<file path="config.mk">
export PLATFORM = sky130hd
export DESIGN_NAME = mb_motion_slave_flat
export DESIGN_NICKNAME = d
export VERILOG_FILES = /design/src/mb_motion_pkg.sv /design/src/mb_link_if.sv /design/src/mb_motion_slave.sv /design/src/flat_wrapper.sv
export SDC_FILE = /design/constraint.sdc
export NUM_CORES = 1
export LEC_CHECK = 0
export BUFFER_PORTS_ARGS = -buffer_cell sky130_fd_sc_hd__buf_4
export CORE_MARGIN = 4
export CORE_UTILIZATION = 43
export CTS_CLUSTER_SIZE = 12
export DETAILED_ROUTE_END_ITERATION = 8
export GPL_TIMING_DRIVEN = 0
export HOLD_SLACK_MARGIN = 0.06
export PLACE_DENSITY = 0.66
export SYNTH_ARGS = -nofsm -noshare
export SYNTH_HDL_FRONTEND = slang
export SYNTH_SLANG_ARGS = --single-unit
export TNS_END_PERCENT = 50
</file>
<file path="constraint.sdc">
create_clock -name CLK -period 21.5 [get_ports CLK]
set_input_delay 2.15 -clock CLK [delete_from_list [all_inputs] [get_ports CLK]]
set_output_delay 2.15 -clock CLK [all_outputs]
set_load 0.02 [all_outputs]
</file>
<file path="src/mb_motion_pkg.sv">
/*
 Shared constants for the ASCII write-multiple-register link that loads
 the motion command registers: characters, field layout, register
 indices, host register map and timing.
 Assumes both ends exchange one ASCII character per clock on a valid strobe.
*/
package mb_motion_pkg;
   localparam int CLK_PERIOD_NS = 10;
   // Frame characters
   localparam logic [7:0] CH_COLON = 8'h3a;
   localparam logic [7:0] CH_CR = 8'h0d;
   localparam logic [7:0] CH_LF = 8'h0a;
   localparam logic [7:0] CH_DIGIT_0 = 8'h30;
   localparam logic [7:0] CH_DIGIT_9 = 8'h39;
   localparam logic [7:0] CH_UPPER_A = 8'h41;
   localparam logic [7:0] CH_UPPER_F = 8'h46;
   localparam logic [3:0] HEX_ALPHA_ADJ = 4'h9;
   localparam logic [3:0] HEX_TEN = 4'ha;
   localparam logic [7:0] FUNC_WRITE_MULTI = 8'h10;
   localparam logic [7:0] AXIS_ADDR_OFFSET = 8'h01;
   // Motion command block, one 16-bit word per register
   localparam logic [15:0] REG_TARGET_POSITION = 16'h9900;
   localparam logic [15:0] REG_IN_POSITION_BAND = 16'h9902;
   localparam logic [15:0] REG_TRAVEL_SPEED = 16'h9904;
   localparam logic [15:0] REG_ACCEL_DECEL = 16'h9906;
   localparam int NUM_REGS = 7;
   localparam logic [2:0] IDX_TARGET = 3'h0;
   localparam logic [2:0] IDX_BAND = 3'h2;
   localparam logic [2:0] IDX_SPEED = 3'h4;
   localparam logic [2:0] IDX_ACCEL = 3'h6;
   localparam logic [3:0] REGS_FULL = 4'h7;
   localparam logic [3:0] SPEED_END = 4'h6;
   localparam logic [15:0] REG_RESET = 16'h0000;
   // Query layout: addr, func, start(2), count(2), byte count, data, check
   localparam logic [5:0] HDR_BYTES = 6'h07;
   localparam int STAGE_BYTES = 2 * NUM_REGS;
   localparam logic [5:0] LEN_SAT = 6'h3f;
   // Response: colon, six echoed bytes and check as hex, CR, LF
   localparam logic [4:0] RESP_BYTES = 5'h07;
   localparam logic [4:0] RESP_CR_POS = 5'h0f;
   localparam logic [4:0] RESP_LF_POS = 5'h10;
   // Host register map, byte addresses
   localparam logic [7:0] HREG_CTRL = 8'h00;
   localparam logic [7:0] HREG_SLAVE = 8'h04;
   localparam logic [7:0] HREG_START = 8'h08;
   localparam logic [7:0] HREG_COUNT = 8'h0c;
   localparam logic [7:0] HREG_STATUS = 8'h10;
   localparam logic [7:0] HREG_DATA0 = 8'h20;
   localparam int RESP_TIMEOUT_NS = 100000;
   localparam int RESP_TIMEOUT_CYCLES = RESP_TIMEOUT_NS / CLK_PERIOD_NS;

   // Bit 4 flags a legal upper-case hex digit
   function automatic logic [4:0] hex_decode(input logic [7:0] c);
      logic [4:0] r;
      r = 5'h00;
      if (c >= CH_DIGIT_0 && c <= CH_DIGIT_9) begin
         r = {1'b1, c[3:0]};
      end else if (c >= CH_UPPER_A && c <= CH_UPPER_F) begin
         r = {1'b1, 4'(c[3:0] + HEX_ALPHA_ADJ)};
      end
      return r;
   endfunction

   function automatic logic [7:0] hex_encode(input logic [3:0] n);
      logic [7:0] r;
      r = (n < HEX_TEN) ? 8'(CH_DIGIT_0 + n) : 8'(CH_UPPER_A + (n - HEX_TEN));
      return r;
   endfunction
endpackage

</file>
<file path="src/mb_link_if.sv">
/*
 Character link between the master and the motion slave.
 Assumes one shared clock; a character is valid for one cycle, no back-pressure.
*/
`timescale 1ns/1ns
interface mb_link_if;
   logic q_valid;
   logic [7:0] q_char;
   logic r_valid;
   logic [7:0] r_char;
   modport master (output q_valid, output q_char, input r_valid, input r_char);
   modport slave (input q_valid, input q_char, output r_valid, output r_char);
endinterface

</file>
<file path="src/mb_motion_slave.sv">
/*
 Motion slave end: parses write-multiple-register queries, loads the
 motion command registers, starts moves and echoes a short response.
 Assumes the master sends one character per valid cycle and waits for
 the response before the next query (characters during a response are dropped).
*/
// Functional notes
// - Start address four hex chars, target first
// - Count writes exactly that contiguous register range
// - Byte count must equal twice register count
// - 32-bit values: upper word at lower address
// - Target position in hundredths of millimetre
// - Positioning band in hundredths of millimetre
// - Speed in hundredths of millimetre per second
// - Acceleration register in hundredths of G
// - Check value sent and verified before acting
// - Response echoes header fields with new check
// - Full block write starts a move
// - Speed write during move changes speed only
`timescale 1ns/1ns
module mb_motion_slave
   import mb_motion_pkg::*;
(
   input wire logic CLK,
   input wire logic ARST_N,
   mb_link_if.slave LINK,
   input wire logic [7:0] AXIS,
   input wire logic MOVING,
   output logic [31:0] TARGET_POSITION,
   output logic [31:0] IN_POSITION_BAND,
   output logic [31:0] TRAVEL_SPEED,
   output logic [15:0] ACCEL_DECEL,
   output logic MOVE_START,
   output logic SPEED_UPDATE,
   output logic FRAME_ERROR
);
   typedef enum logic [4:0] {
      ST_IDLE = 5'b00001,
      ST_HI = 5'b00010,
      ST_LO = 5'b00100,
      ST_LF = 5'b01000,
      ST_RESP = 5'b10000
   } slave_state_type;

   slave_state_type state;
   logic [3:0] hi_nib;
   logic [5:0] bidx;
   logic [7:0] sum;
   logic [7:0] slave;
   logic [7:0] func;
   logic [15:0] start;
   logic [15:0] count;
   logic [7:0] bcount;
   logic [7:0] stage [STAGE_BYTES];
   logic [15:0] regs [NUM_REGS];
   logic [4:0] tx_pos;
   logic [4:0] nib;
   logic [7:0] rx_byte;
   logic [15:0] s_off;
   logic [2:0] s_idx;
   logic [5:0] exp_len;
   logic range_ok;
   logic frame_ok;
   logic commit;
   logic char_bad;
   logic full_write;
   logic speed_hit;
   logic [7:0] rsp [RESP_BYTES];
   logic [7:0] rsp_byte;
   logic [7:0] next_char;

   assign nib = hex_decode(LINK.q_char);
   assign rx_byte = {hi_nib, nib[3:0]};
   assign s_off = start - REG_TARGET_POSITION;
   assign s_idx = s_off[2:0];
   assign exp_len = HDR_BYTES + {1'b0, count[3:0], 1'b0} + 6'h01;
   // Range checks; addresses outside the block are refused
   assign range_ok = (start >= REG_TARGET_POSITION) && (s_off < 16'(NUM_REGS))
      && (count != 16'h0000) && ((s_off + count) <= 16'(NUM_REGS));
   // Byte count, length and check value all verified
   assign frame_ok = (slave == 8'(AXIS + AXIS_ADDR_OFFSET)) && (func == FUNC_WRITE_MULTI)
      && range_ok && (bcount == 8'({count[6:0], 1'b0})) && (bidx == exp_len)
      && (sum == 8'h00);
   assign commit = (state == ST_LF) && LINK.q_valid && (LINK.q_char == CH_LF) && frame_ok;
   // A move only on a write that covers the whole block
   assign full_write = (s_idx == IDX_TARGET) && (count[3:0] == REGS_FULL);
   // Speed pair inside the written range
   assign speed_hit = (s_idx <= IDX_SPEED) && ((4'(s_idx) + count[3:0]) >= SPEED_END);
   // Bad character: not hex where hex is due, or junk before LF
   assign char_bad = LINK.q_valid && (LINK.q_char != CH_COLON) && (
      ((state == ST_HI) && !nib[4] && (LINK.q_char != CH_CR)) ||
      ((state == ST_LO) && !nib[4]) ||
      ((state == ST_LF) && (LINK.q_char != CH_LF)));

   // Frame state; a colon restarts the parse from ST_IDLE, ST_HI or ST_LO, while in ST_LF it drops the frame
   always_ff @(posedge CLK or negedge ARST_N) begin
      if (!ARST_N) begin
         state <= ST_IDLE;
         tx_pos <= 5'h00;
      end else begin
         unique case (state)
            ST_IDLE, ST_HI, ST_LO: begin
               if (LINK.q_valid) begin
                  if (LINK.q_char == CH_COLON) begin
                     state <= ST_HI;
                  end else if (state == ST_HI && LINK.q_char == CH_CR) begin
                     state <= ST_LF;
                  end else if (state != ST_IDLE && char_bad) begin
                     state <= ST_IDLE;
                  end else if (state == ST_HI) begin
                     state <= ST_LO;
                  end else if (state == ST_LO) begin
                     state <= ST_HI;
                  end
               end
            end
            ST_LF: begin
               if (LINK.q_valid) begin
                  tx_pos <= 5'h00;
                  state <= commit ? ST_RESP : ST_IDLE;
               end
            end
            ST_RESP: begin
               // Link is ignored here so the echoed fields stay put
               tx_pos <= 5'(tx_pos + 5'h01);
               if (tx_pos == RESP_LF_POS) begin
                  state <= ST_IDLE;
               end
            end
         endcase
      end
   end

   // Byte assembly, running check sum and header capture
   always_ff @(posedge CLK or negedge ARST_N) begin
      if (!ARST_N) begin
         hi_nib <= 4'h0;
         bidx <= 6'h00;
         sum <= 8'h00;
         slave <= 8'h00;
         func <= 8'h00;
         start <= 16'h0000;
         count <= 16'h0000;
         bcount <= 8'h00;
      end else if (LINK.q_valid && state != ST_RESP) begin
         if (LINK.q_char == CH_COLON) begin
            bidx <= 6'h00;
            sum <= 8'h00;
         end else if (state == ST_HI && nib[4]) begin
            hi_nib <= nib[3:0];
         end else if (state == ST_LO && nib[4]) begin
            sum <= 8'(sum + rx_byte);
            bidx <= (bidx == LEN_SAT) ? bidx : 6'(bidx + 6'h01);
            unique case (bidx)
               6'h00: slave <= rx_byte;
               6'h01: func <= rx_byte;
               6'h02: start[15:8] <= rx_byte;
               6'h03: start[7:0] <= rx_byte;
               6'h04: count[15:8] <= rx_byte;
               6'h05: count[7:0] <= rx_byte;
               6'h06: bcount <= rx_byte;
               default: ;
            endcase
         end
      end
   end

   // Data bytes staged until the check value has been verified
   always_ff @(posedge CLK) begin
      if (LINK.q_valid && state == ST_LO && nib[4] && bidx >= HDR_BYTES
          && bidx < 6'(HDR_BYTES + 6'(STAGE_BYTES))) begin
         stage[4'(bidx - HDR_BYTES)] <= rx_byte;
      end
   end

   // Commit only the addressed registers, high byte first in each word
   for (genvar i = 0; i < NUM_REGS; i++) begin : g_reg
      logic [2:0] k;
      logic hit;
      assign k = 3'(3'(i) - s_idx);
      assign hit = (3'(i) >= s_idx) && (4'(k) < count[3:0]);
      always_ff @(posedge CLK or negedge ARST_N) begin
         if (!ARST_N) begin
            regs[i] <= REG_RESET;
         end else if (commit && hit) begin
            regs[i] <= {stage[{k, 1'b0}], stage[{k, 1'b1}]};
         end
      end
   end

   // Upper word sits at the lower address
   assign TARGET_POSITION = {regs[IDX_TARGET], regs[IDX_TARGET + 3'h1]};
   assign IN_POSITION_BAND = {regs[IDX_BAND], regs[IDX_BAND + 3'h1]};
   assign TRAVEL_SPEED = {regs[IDX_SPEED], regs[IDX_SPEED + 3'h1]};
   assign ACCEL_DECEL = regs[IDX_ACCEL];

   // Motion pulses, one cycle after the LF that commits the values; error pulse one cycle after a bad character or refused LF
   always_ff @(posedge CLK or negedge ARST_N) begin
      if (!ARST_N) begin
         MOVE_START <= 1'b0;
         SPEED_UPDATE <= 1'b0;
         FRAME_ERROR <= 1'b0;
      end else begin
         MOVE_START <= commit && full_write;
         // Speed change keeps the move going, no restart
         SPEED_UPDATE <= commit && !full_write && speed_hit && MOVING;
         // Frames for other slaves are dropped without an error unless a character is bad
         FRAME_ERROR <= char_bad || ((state == ST_LF) && LINK.q_valid
            && (LINK.q_char == CH_LF) && !frame_ok
            && (slave == 8'(AXIS + AXIS_ADDR_OFFSET)));
      end
   end

   // Echoed response bytes with a fresh check value
   assign rsp[0] = slave;
   assign rsp[1] = func;
   assign rsp[2] = start[15:8];
   assign rsp[3] = start[7:0];
   assign rsp[4] = count[15:8];
   assign rsp[5] = count[7:0];
   assign rsp[6] = 8'(8'h00 - 8'(slave + func + start[15:8] + start[7:0]
      + count[15:8] + count[7:0]));

   always_comb begin
      rsp_byte = rsp[3'(5'(tx_pos - 5'h01) >> 1)];
      if (tx_pos == 5'h00) begin
         next_char = CH_COLON;
      end else if (tx_pos == RESP_CR_POS) begin
         next_char = CH_CR;
      end else if (tx_pos == RESP_LF_POS) begin
         next_char = CH_LF;
      end else begin
         next_char = hex_encode(tx_pos[0] ? rsp_byte[7:4] : rsp_byte[3:0]);
      end
   end

   // Response characters, one per cycle
   always_ff @(posedge CLK or negedge ARST_N) begin
      if (!ARST_N) begin
         LINK.r_valid <= 1'b0;
         LINK.r_char <= 8'h00;
      end else begin
         LINK.r_valid <= (state == ST_RESP);
         LINK.r_char <= (state == ST_RESP) ? next_char : 8'h00;
      end
   end
endmodule

</file>
<file path="src/flat_wrapper.sv">
// flat-port wrapper written by rule: the top's interface ports become plain ports
module mb_motion_slave_flat import mb_motion_pkg::*;
  (CLK, ARST_N, AXIS, MOVING, TARGET_POSITION, IN_POSITION_BAND, TRAVEL_SPEED, ACCEL_DECEL, MOVE_START, SPEED_UPDATE, FRAME_ERROR, LINK_q_valid, LINK_q_char, LINK_r_valid, LINK_r_char);
  mb_link_if LINK_i ();
  input wire logic CLK;
  input wire logic ARST_N;
  input wire logic [7:0] AXIS;
  input wire logic MOVING;
  output logic [31:0] TARGET_POSITION;
  output logic [31:0] IN_POSITION_BAND;
  output logic [31:0] TRAVEL_SPEED;
  output logic [15:0] ACCEL_DECEL;
  output logic MOVE_START;
  output logic SPEED_UPDATE;
  output logic FRAME_ERROR;
  input wire logic [$bits(LINK_i.q_valid)-1:0] LINK_q_valid;
  input wire logic [$bits(LINK_i.q_char)-1:0] LINK_q_char;
  output wire logic [$bits(LINK_i.r_valid)-1:0] LINK_r_valid;
  output wire logic [$bits(LINK_i.r_char)-1:0] LINK_r_char;
  assign LINK_i.q_valid = LINK_q_valid;
  assign LINK_i.q_char = LINK_q_char;
  assign LINK_r_valid = LINK_i.r_valid;
  assign LINK_r_char = LINK_i.r_char;
  mb_motion_slave u_core (.CLK(CLK), .ARST_N(ARST_N), .LINK(LINK_i), .AXIS(AXIS), .MOVING(MOVING), .TARGET_POSITION(TARGET_POSITION), .IN_POSITION_BAND(IN_POSITION_BAND), .TRAVEL_SPEED(TRAVEL_SPEED), .ACCEL_DECEL(ACCEL_DECEL), .MOVE_START(MOVE_START), .SPEED_UPDATE(SPEED_UPDATE), .FRAME_ERROR(FRAME_ERROR));
endmodule
</file>
# ---- Word level (Yosys, flattened, before mapping)
# Memory sizes are Yosys's and may differ from the RTL's. A register that Yosys moved wholly into a read port is not among the register bits.
# Index checks and enable logic that the tools add are counted.
dict set report word_totals {
  latchBits 0
  mem_bits_ro 0
  ff_bits 96
  out_inout_bits 124
  mem_count 1
  ram_bits 112
}
# memory words word_bits rd rd_clocked_by_memory_dff wr line
set memory_table {}
lappend memory_table {u_core.stage 14 8 14 14 1 mb_motion_slave.sv:54} ;# logic [7:0] stage [STAGE_BYTES];
dict set report classes {
  n_bitwise 3
  n_mux 32
  multipliers 0
  reduce_logical 90
  shifts 0
  addsub 28
  div_mod_pow 0
  n_eq_ne 33
  order_cmp 27
}
# op count
set ops {}
lappend ops {{2-to-1 mux 8 bit} 10}
lappend ops {{2-to-1 mux 5 bit} 12}
lappend ops {{logical AND 1 bit} 50}
lappend ops {{adder 8 bit} 6}
lappend ops {{AND reduction 5 bit} 7}
lappend ops {{< comparator 3 x 4 -> 1 bit} 7}
lappend ops {{binary-select mux 8 bit (select 3 bit)} 1}
lappend ops {{2-to-1 mux 6 bit} 4}
lappend ops {{equality test 6 x 3 -> 1 bit (second input constant)} 3}
lappend ops {{zero test 1 bit} 17}
lappend ops {{adder 16 bit} 1}
lappend ops {{equality test 8 x 4 -> 1 bit (second input constant)} 2}
lappend ops {{equality test 8 bit} 2}
lappend ops {{greater-or-equal comparator 16 bit (second input constant)} 1}
lappend ops {{less-or-equal comparator 16 x 3 -> 1 bit (second input constant)} 1}
lappend ops {{< comparator 16 x 3 -> 1 bit (second input constant)} 1}
lappend ops {{!= test 8 x 4 -> 1 bit (second input constant)} 2}
lappend ops {{nonzero test 16 bit} 1}
lappend ops {{subtractor 16 bit (second input constant)} 1}
lappend ops {{one-hot mux 5 bit (3 select lines)} 1}
lappend ops {{adder 6 x 1 -> 6 bit (second input constant)} 2}
lappend ops {{equality test 6 x 2 -> 1 bit (second input constant)} 2}
lappend ops {{equality test 5 x 4 -> 1 bit (second input constant)} 2}
lappend ops {{equality test 5 bit (second input constant)} 2}
lappend ops {{other kinds (57)} 75}

# ---- Logic depth before layout (Yosys ltp)
dict set report depth {
  word_depth 17
  depth_mapped 27
  ltp_nobuf 22
}

# ---- Worst setup path before layout
# No wires, ideal clock.
dict set report synth_path {
  path_kind {register to register}
  from {reg u_core.start[1]}
  to {reg u_core.LINK.r_char[3]}
  setup_slack_ns 14.665
  setup_time_ns 0.078
  arrival_ns 6.758
  stages_incl_launch_ff 27
  path_buffers 4
  cell_sequence {dfrtp_1 -> clkbuf_1 -> clkbuf_1 -> clkbuf_1 -> clkbuf_1 -> inv_1 -> fa_1 -> inv_1 -> fa_1 -> fa_1 -> fa_1 -> inv_1 -> ha_1 -> fa_1 -> a21o_1 -> a21oi_1 -> xnor2_1 -> o211ai_1 -> a21o_1 -> a22o_1 -> ha_1 -> inv_1 -> ha_1 -> and3_1 -> o21ai_0 -> o21ai_0 -> a21oi_1}
}
dict set report synth_via {
  elab_chain_cells 15
}
# element line
set synth_rtl {}
lappend synth_rtl {{start, declared} mb_motion_slave.sv:51} ;# logic [15:0] start;
lappend synth_rtl {{start signal, assigned} mb_motion_slave.sv:158} ;# 6'h03: start[7:0] <= rx_byte;
lappend synth_rtl {{adder 8 bit} mb_motion_slave.sv:221} ;# assign rsp[6] = 8'(8'h00 - 8'(slave + func + start[15:8] + start[7:0]
lappend synth_rtl {{adder 8 bit (2 in series)} mb_motion_slave.sv:222} ;# + count[15:8] + count[7:0]));
lappend synth_rtl {{subtractor 1 x 8 -> 8 bit} mb_motion_slave.sv:221}
lappend synth_rtl {{binary-select mux 8 bit (select 3 bit) (*)} mb_motion_slave.sv:225} ;# rsp_byte = rsp[3'(5'(tx_pos - 5'h01) >> 1)];
lappend synth_rtl {{2-to-1 mux 8 bit (not written as such) (*) (2 in series)} mb_motion_slave.sv:225}
lappend synth_rtl {{2-to-1 mux 4 bit (*)} mb_motion_slave.sv:233} ;# next_char = hex_encode(tx_pos[0] ? rsp_byte[7:4] : rsp_byte[3:0]);
lappend synth_rtl {{subtractor 4 x 4 -> 5 bit} mb_motion_pkg.sv:66} ;# r = (n < HEX_TEN) ? 8'(CH_DIGIT_0 + n) : 8'(CH_UPPER_A + (n - HEX_TEN));
lappend synth_rtl {{adder 7 x 8 -> 8 bit} mb_motion_pkg.sv:66}
lappend synth_rtl {{2-to-1 mux 8 bit (*)} mb_motion_pkg.sv:66}
lappend synth_rtl {{2-to-1 mux 8 bit (*)} mb_motion_slave.sv:230} ;# end else if (tx_pos == RESP_LF_POS) begin
lappend synth_rtl {{2-to-1 mux 8 bit (*)} mb_motion_slave.sv:228} ;# end else if (tx_pos == RESP_CR_POS) begin
lappend synth_rtl {{2-to-1 mux 8 bit (*)} mb_motion_slave.sv:226} ;# if (tx_pos == 5'h00) begin
lappend synth_rtl {{2-to-1 mux 8 bit (*)} mb_motion_slave.sv:244} ;# LINK.r_char <= (state == ST_RESP) ? next_char : 8'h00;
lappend synth_rtl {{end signal, assigned} mb_motion_slave.sv:244}
lappend synth_rtl {{end, declared} mb_link_if.sv:12} ;# modport slave (input q_valid, input q_char, output r_valid, output r_char);
# Every way passes the cells marked *; elsewhere a longest branch is shown, timed or not. The select of a mux whose other input is x is not followed.
# A chain may end at the register's enable or synchronous reset.

# ---- Worst setup path in the final report
dict set report layout_path {
  from {reg u_core.start[1]}
  to {reg u_core.LINK.r_char[2]}
}
# The elaborated chain is that of the path after synthesis.

==> key figures <==
Status
  – Status: finished clean

GRT
  – Initial antenna violation count: 0
  – Vias in the first global route: 15071
  – Largest net degree at the start of global routing: 115
  – Total track usage: 24.1%
  – Overflow after GRT: 0
  – Wire length of the first global-routing pass: 92.1 mm

Cells and area
  – Final instance area: 22700 um2
  – Syn-to-layout area delta: 15.8%
  – Share of cells above drive strength 1: 23.3%
  – Post-layout util: 50.9%
  – Layout fillers: 3955
  – Nets: 2060
  – # diodes: 0
  – Non-filler cells, final: 2551

Synth
  – Synth Instances: 1749
  – Mapped Nets: 1877
  – Syn avg cell area: 11.2 um2
  – Main area contributors after synthesis: dfrtp_1 26%, edfxtp_1 17%, mux2_2 11%, mux4_2 7.6%, ha_1 5.0%
  – Number of distinct library cells after synthesis: 72
  – Cell Area, Synth: 19600 um2
  – #FFs+latches synth: 319
  – Most common flop cell mapped by yosys: dfrtp_1
  – Sequential fraction of the synthesis area: 43.6%
  – Area fraction of the dominant cell type after synthesis: 26.3%
  – Synth area leader: dfrtp_1
  – Number of synthesized flops with an enable pin: 112
  – Yosys warnings: 0
  – Async set-or-reset flop fraction in the synthesized netlist: 64.9%

Setup path
  – Setup CP Type: reg2reg
  – Crit. Startpoint: u_core.start[1]$_DFFE_PN0P_
  – Worst-case reg-to-reg path depth: 27
  – Worst path slowest cell: clkbuf_1
  – CP Capture Type: flip-flop
  – FF-to-FF Start: u_core.start[1]$_DFFE_PN0P_
  – Critical path destination: u_core.LINK.r_char[2]$_DFF_PN0_
  – Buf/Inv on CP: 9
  – WP depth: 27
  – CP top delay family: buffers and inverters
  – Max FO, Critical Path: 10
  – Worst setup SP type: flip-flop
  – R2R Setup Slk: 12.61 ns
  – Worst reg2reg endpoint: u_core.LINK.r_char[2]$_DFF_PN0_
  – Arrival time at the worst endpoint: 9.35 ns
  – Worst path max stage delay: 0.82 ns
  – Worst endpoint required time: 21.96 ns

Power and ir drop
  – Pint: 1.15 mW
  – Pwr Total: 1.57 mW
  – Seq pwr share: 44.3%
  – Logic pwr share: 13.8%
  – Switching Share: 27.0%
  – Net Sw Power: 0.423 mW
  – Clock power share: 41.9%
  – PwrDens: 69.1 nW/um2
  – Leakage: 9.87 nW
  – Peak VDD IR: 0.0000574 V

Drt
  – Final WL: 60.2 mm
  – 1st-iter DRT viols: 1730
  – Post-route ant nets: 0
  – # DRC: 0
  – Via-per-instance ratio: 5.85
  – Wire length per cell: 23.6 um
  – Via count: 14917
  – 1st-pass router iterations: 5

Clock network
  – Clk_lat worst skew: 0.57 ns
  – Hold buffer count at CTS: 0
  – Cts repair resizes: 0
  – CTS max path bufs: 3
  – # clock sinks: 319
  – Clk root buf: clkbuf_16
  – Reg clk slew, reported paths: 0.06 ns
  – CTS tree: done
  – CTS H-tree lvls: 2
  – Setup repair bufs after CTS: 0
  – CTS buffer count: 38

STA
  – Worst slew pin tran: 1.31 ns
  – Achievable Freq: 113 MHz
  – Final WS setup: 12.61 ns
  – Final cycle utilization of the critical path: 41.3%
  – Slew margin rel.: 12.5%
  – RSZ-0062 raised after global routing: false
  – Crit path time final: 8.89 ns
  – Final Setup Violations: 0
  – Fin Hold WS: 0.491 ns
  – Fin. max-slew vios: 0
  – Fin Setup TNS: 0 ns
  – Worst Skew: 0.0355 ns
  – Hold Fails Final Rpt: 0

Floorplanning
  – Die area: 49100 um2
  – Die W: 222 um
  – Initial Util: 43.9%
  – Die Y: 222 um
  – Core area: 44600 um2
  – Rows: 77
  – Total I/O pin count: 144

Place
  – Dpl ws: 12.67 ns
  – Port buffer count: 141
  – Placed cell count: 2484
  – Global placement routability congestion: 0.948
  – Placed Area: 21400 um2
  – Detailed Place HPWL: 45.3 mm

Min path
  – Hold Path Origin: u_core.bcount[0]$_DFFE_PN0P_
  – Hold WC Path Type: reg2reg

Flow run
  – Max cap viols: 0
placed cells by master (no fill, tap or decap), types with 66 or more instances in the layout:
| cell type | count |
|---|---|
| dfrtp_1 | 206 |
| edfxtp_1 | 112 |
| nand2_1 | 156 |
| ha_1 | 79 |
| o21ai_0 | 123 |
| clkbuf_1 | 84 |
| nor2_1 | 96 |
| mux2i_1 | 80 |
| mux2_2 | 183 |
| mux4_2 | 66 |
| a21oi_1 | 103 |
| inv_1 | 114 |
| buf_4 | 142 |
area by class of cell:
type                            instances  area (um2)  share of cell area (%)
Sequential cell                       319        8540                    37.6
Clock buffer                           54        1070                    4.73
Buffer                                 92         354                    1.56
Inverter                              119         447                    1.97
Multi-Input combinational cell       1219       10300                    45.2
Tap cell                              592         741                    3.26
Timing Repair Buffer                  143        1100                    4.85
Clock inverter                         13         186                   0.821
logic make-up (layout without fill, tap and decap cells):
logic type | Yosys count | in the layout | synth area share, %
flops | 319 | 319 | 43.6
buf+inv | 211 | 421 | 4.08
xor+xnor | 54 | 54 | 2.48
mux | 329 | 329 | 22.2
simple gates | 388 | 388 | 9.31
fa+ha+maj | 108 | 108 | 8.00
other cells | 1 | 1 | 0.0191
compound gates | 339 | 339 | 10.3
Yosys cell counts, types with 3 or more instances:
| library cell | n |
|---|---|
| dfrtp_1 | 206 |
| mux2_2 | 183 |
| nand2_1 | 156 |
| o21ai_0 | 123 |
| inv_1 | 114 |
| edfxtp_1 | 112 |
| a21oi_1 | 103 |
| nor2_1 | 96 |
| mux2i_1 | 80 |
| ha_1 | 79 |
| clkbuf_1 | 72 |
| mux4_2 | 66 |
| xnor2_1 | 36 |
| fa_1 | 29 |
| nor3_1 | 21 |
| xor2_1 | 17 |
| and3_1 | 16 |
| buf_1 | 15 |
| nor2b_1 | 15 |
| nand2b_1 | 13 |
| nand4_1 | 13 |
| a211oi_1 | 12 |
| a21o_1 | 12 |
| nor4_1 | 12 |
| a31oi_1 | 11 |
| nand3_1 | 11 |
| a22o_1 | 9 |
| and2_1 | 8 |
| o2111ai_1 | 8 |
| a221oi_1 | 7 |
| o21bai_1 | 7 |
| nor4b_1 | 6 |
| o31ai_1 | 6 |
| buf_2 | 4 |
| nand4b_1 | 4 |
| nor3b_1 | 4 |
| o211ai_1 | 4 |
| o22ai_1 | 4 |
| or3_1 | 4 |
| a2111oi_0 | 3 |
| a21boi_0 | 3 |
| a221o_1 | 3 |
| clkinv_1 | 3 |
| nor4bb_1 | 3 |
| o22a_1 | 3 |
how the worst min path moves through the flow:
stage                     cells after the start                      endpoint
after floorplan                               2  u_core.bcount[0]$_DFFE_PN0P_
after global placement                        2  u_core.bcount[0]$_DFFE_PN0P_
after detailed placement                      2  u_core.bcount[0]$_DFFE_PN0P_
after CTS                                     2  u_core.bcount[0]$_DFFE_PN0P_
after global routing                          1     u_core.sum[7]$_DFFE_PN0P_
final                                         2  u_core.bcount[0]$_DFFE_PN0P_
power by group through the flow:
stage	Clock (mW)	Sequential [mW]	Combinational [mW]
after floorplan	0	0.685	0.158
after global placement	0	0.705	0.209
after detailed placement	0	0.706	0.217
after CTS	0.669	0.695	0.218
after global routing	0.696	0.697	0.244
final	0.658	0.695	0.217
layer usage:
layer / GRT usage [%] / up-vias / share of wire (%)
met3: 5.32 / 131 / 7.8
met2: 40.3 / 653 / 48
met5: 0 / - / 0
met1: 31.6 / 7413 / 41
met4: 7.60 / 0 / 3.4
li1: - / 6720 / -
tightest hold or removal path, cell delays in order (launching register included):
cell	delay [ns]
dfrtp_1	0.34
nand2_1	0.05
o21ai_0	0.06
sequential cells by signal, indices dropped and copies added (netlist names), 16 cells and up:
register and count:
u_core.stage 112, u_core.count 16, u_core.TRAVEL_SPEED 32, u_core.start 16, u_core.ACCEL_DECEL 16, u_core.TARGET_POSITION 32, u_core.IN_POSITION_BAND 32
No activity file was read; power rests on OpenSTA's default activity.
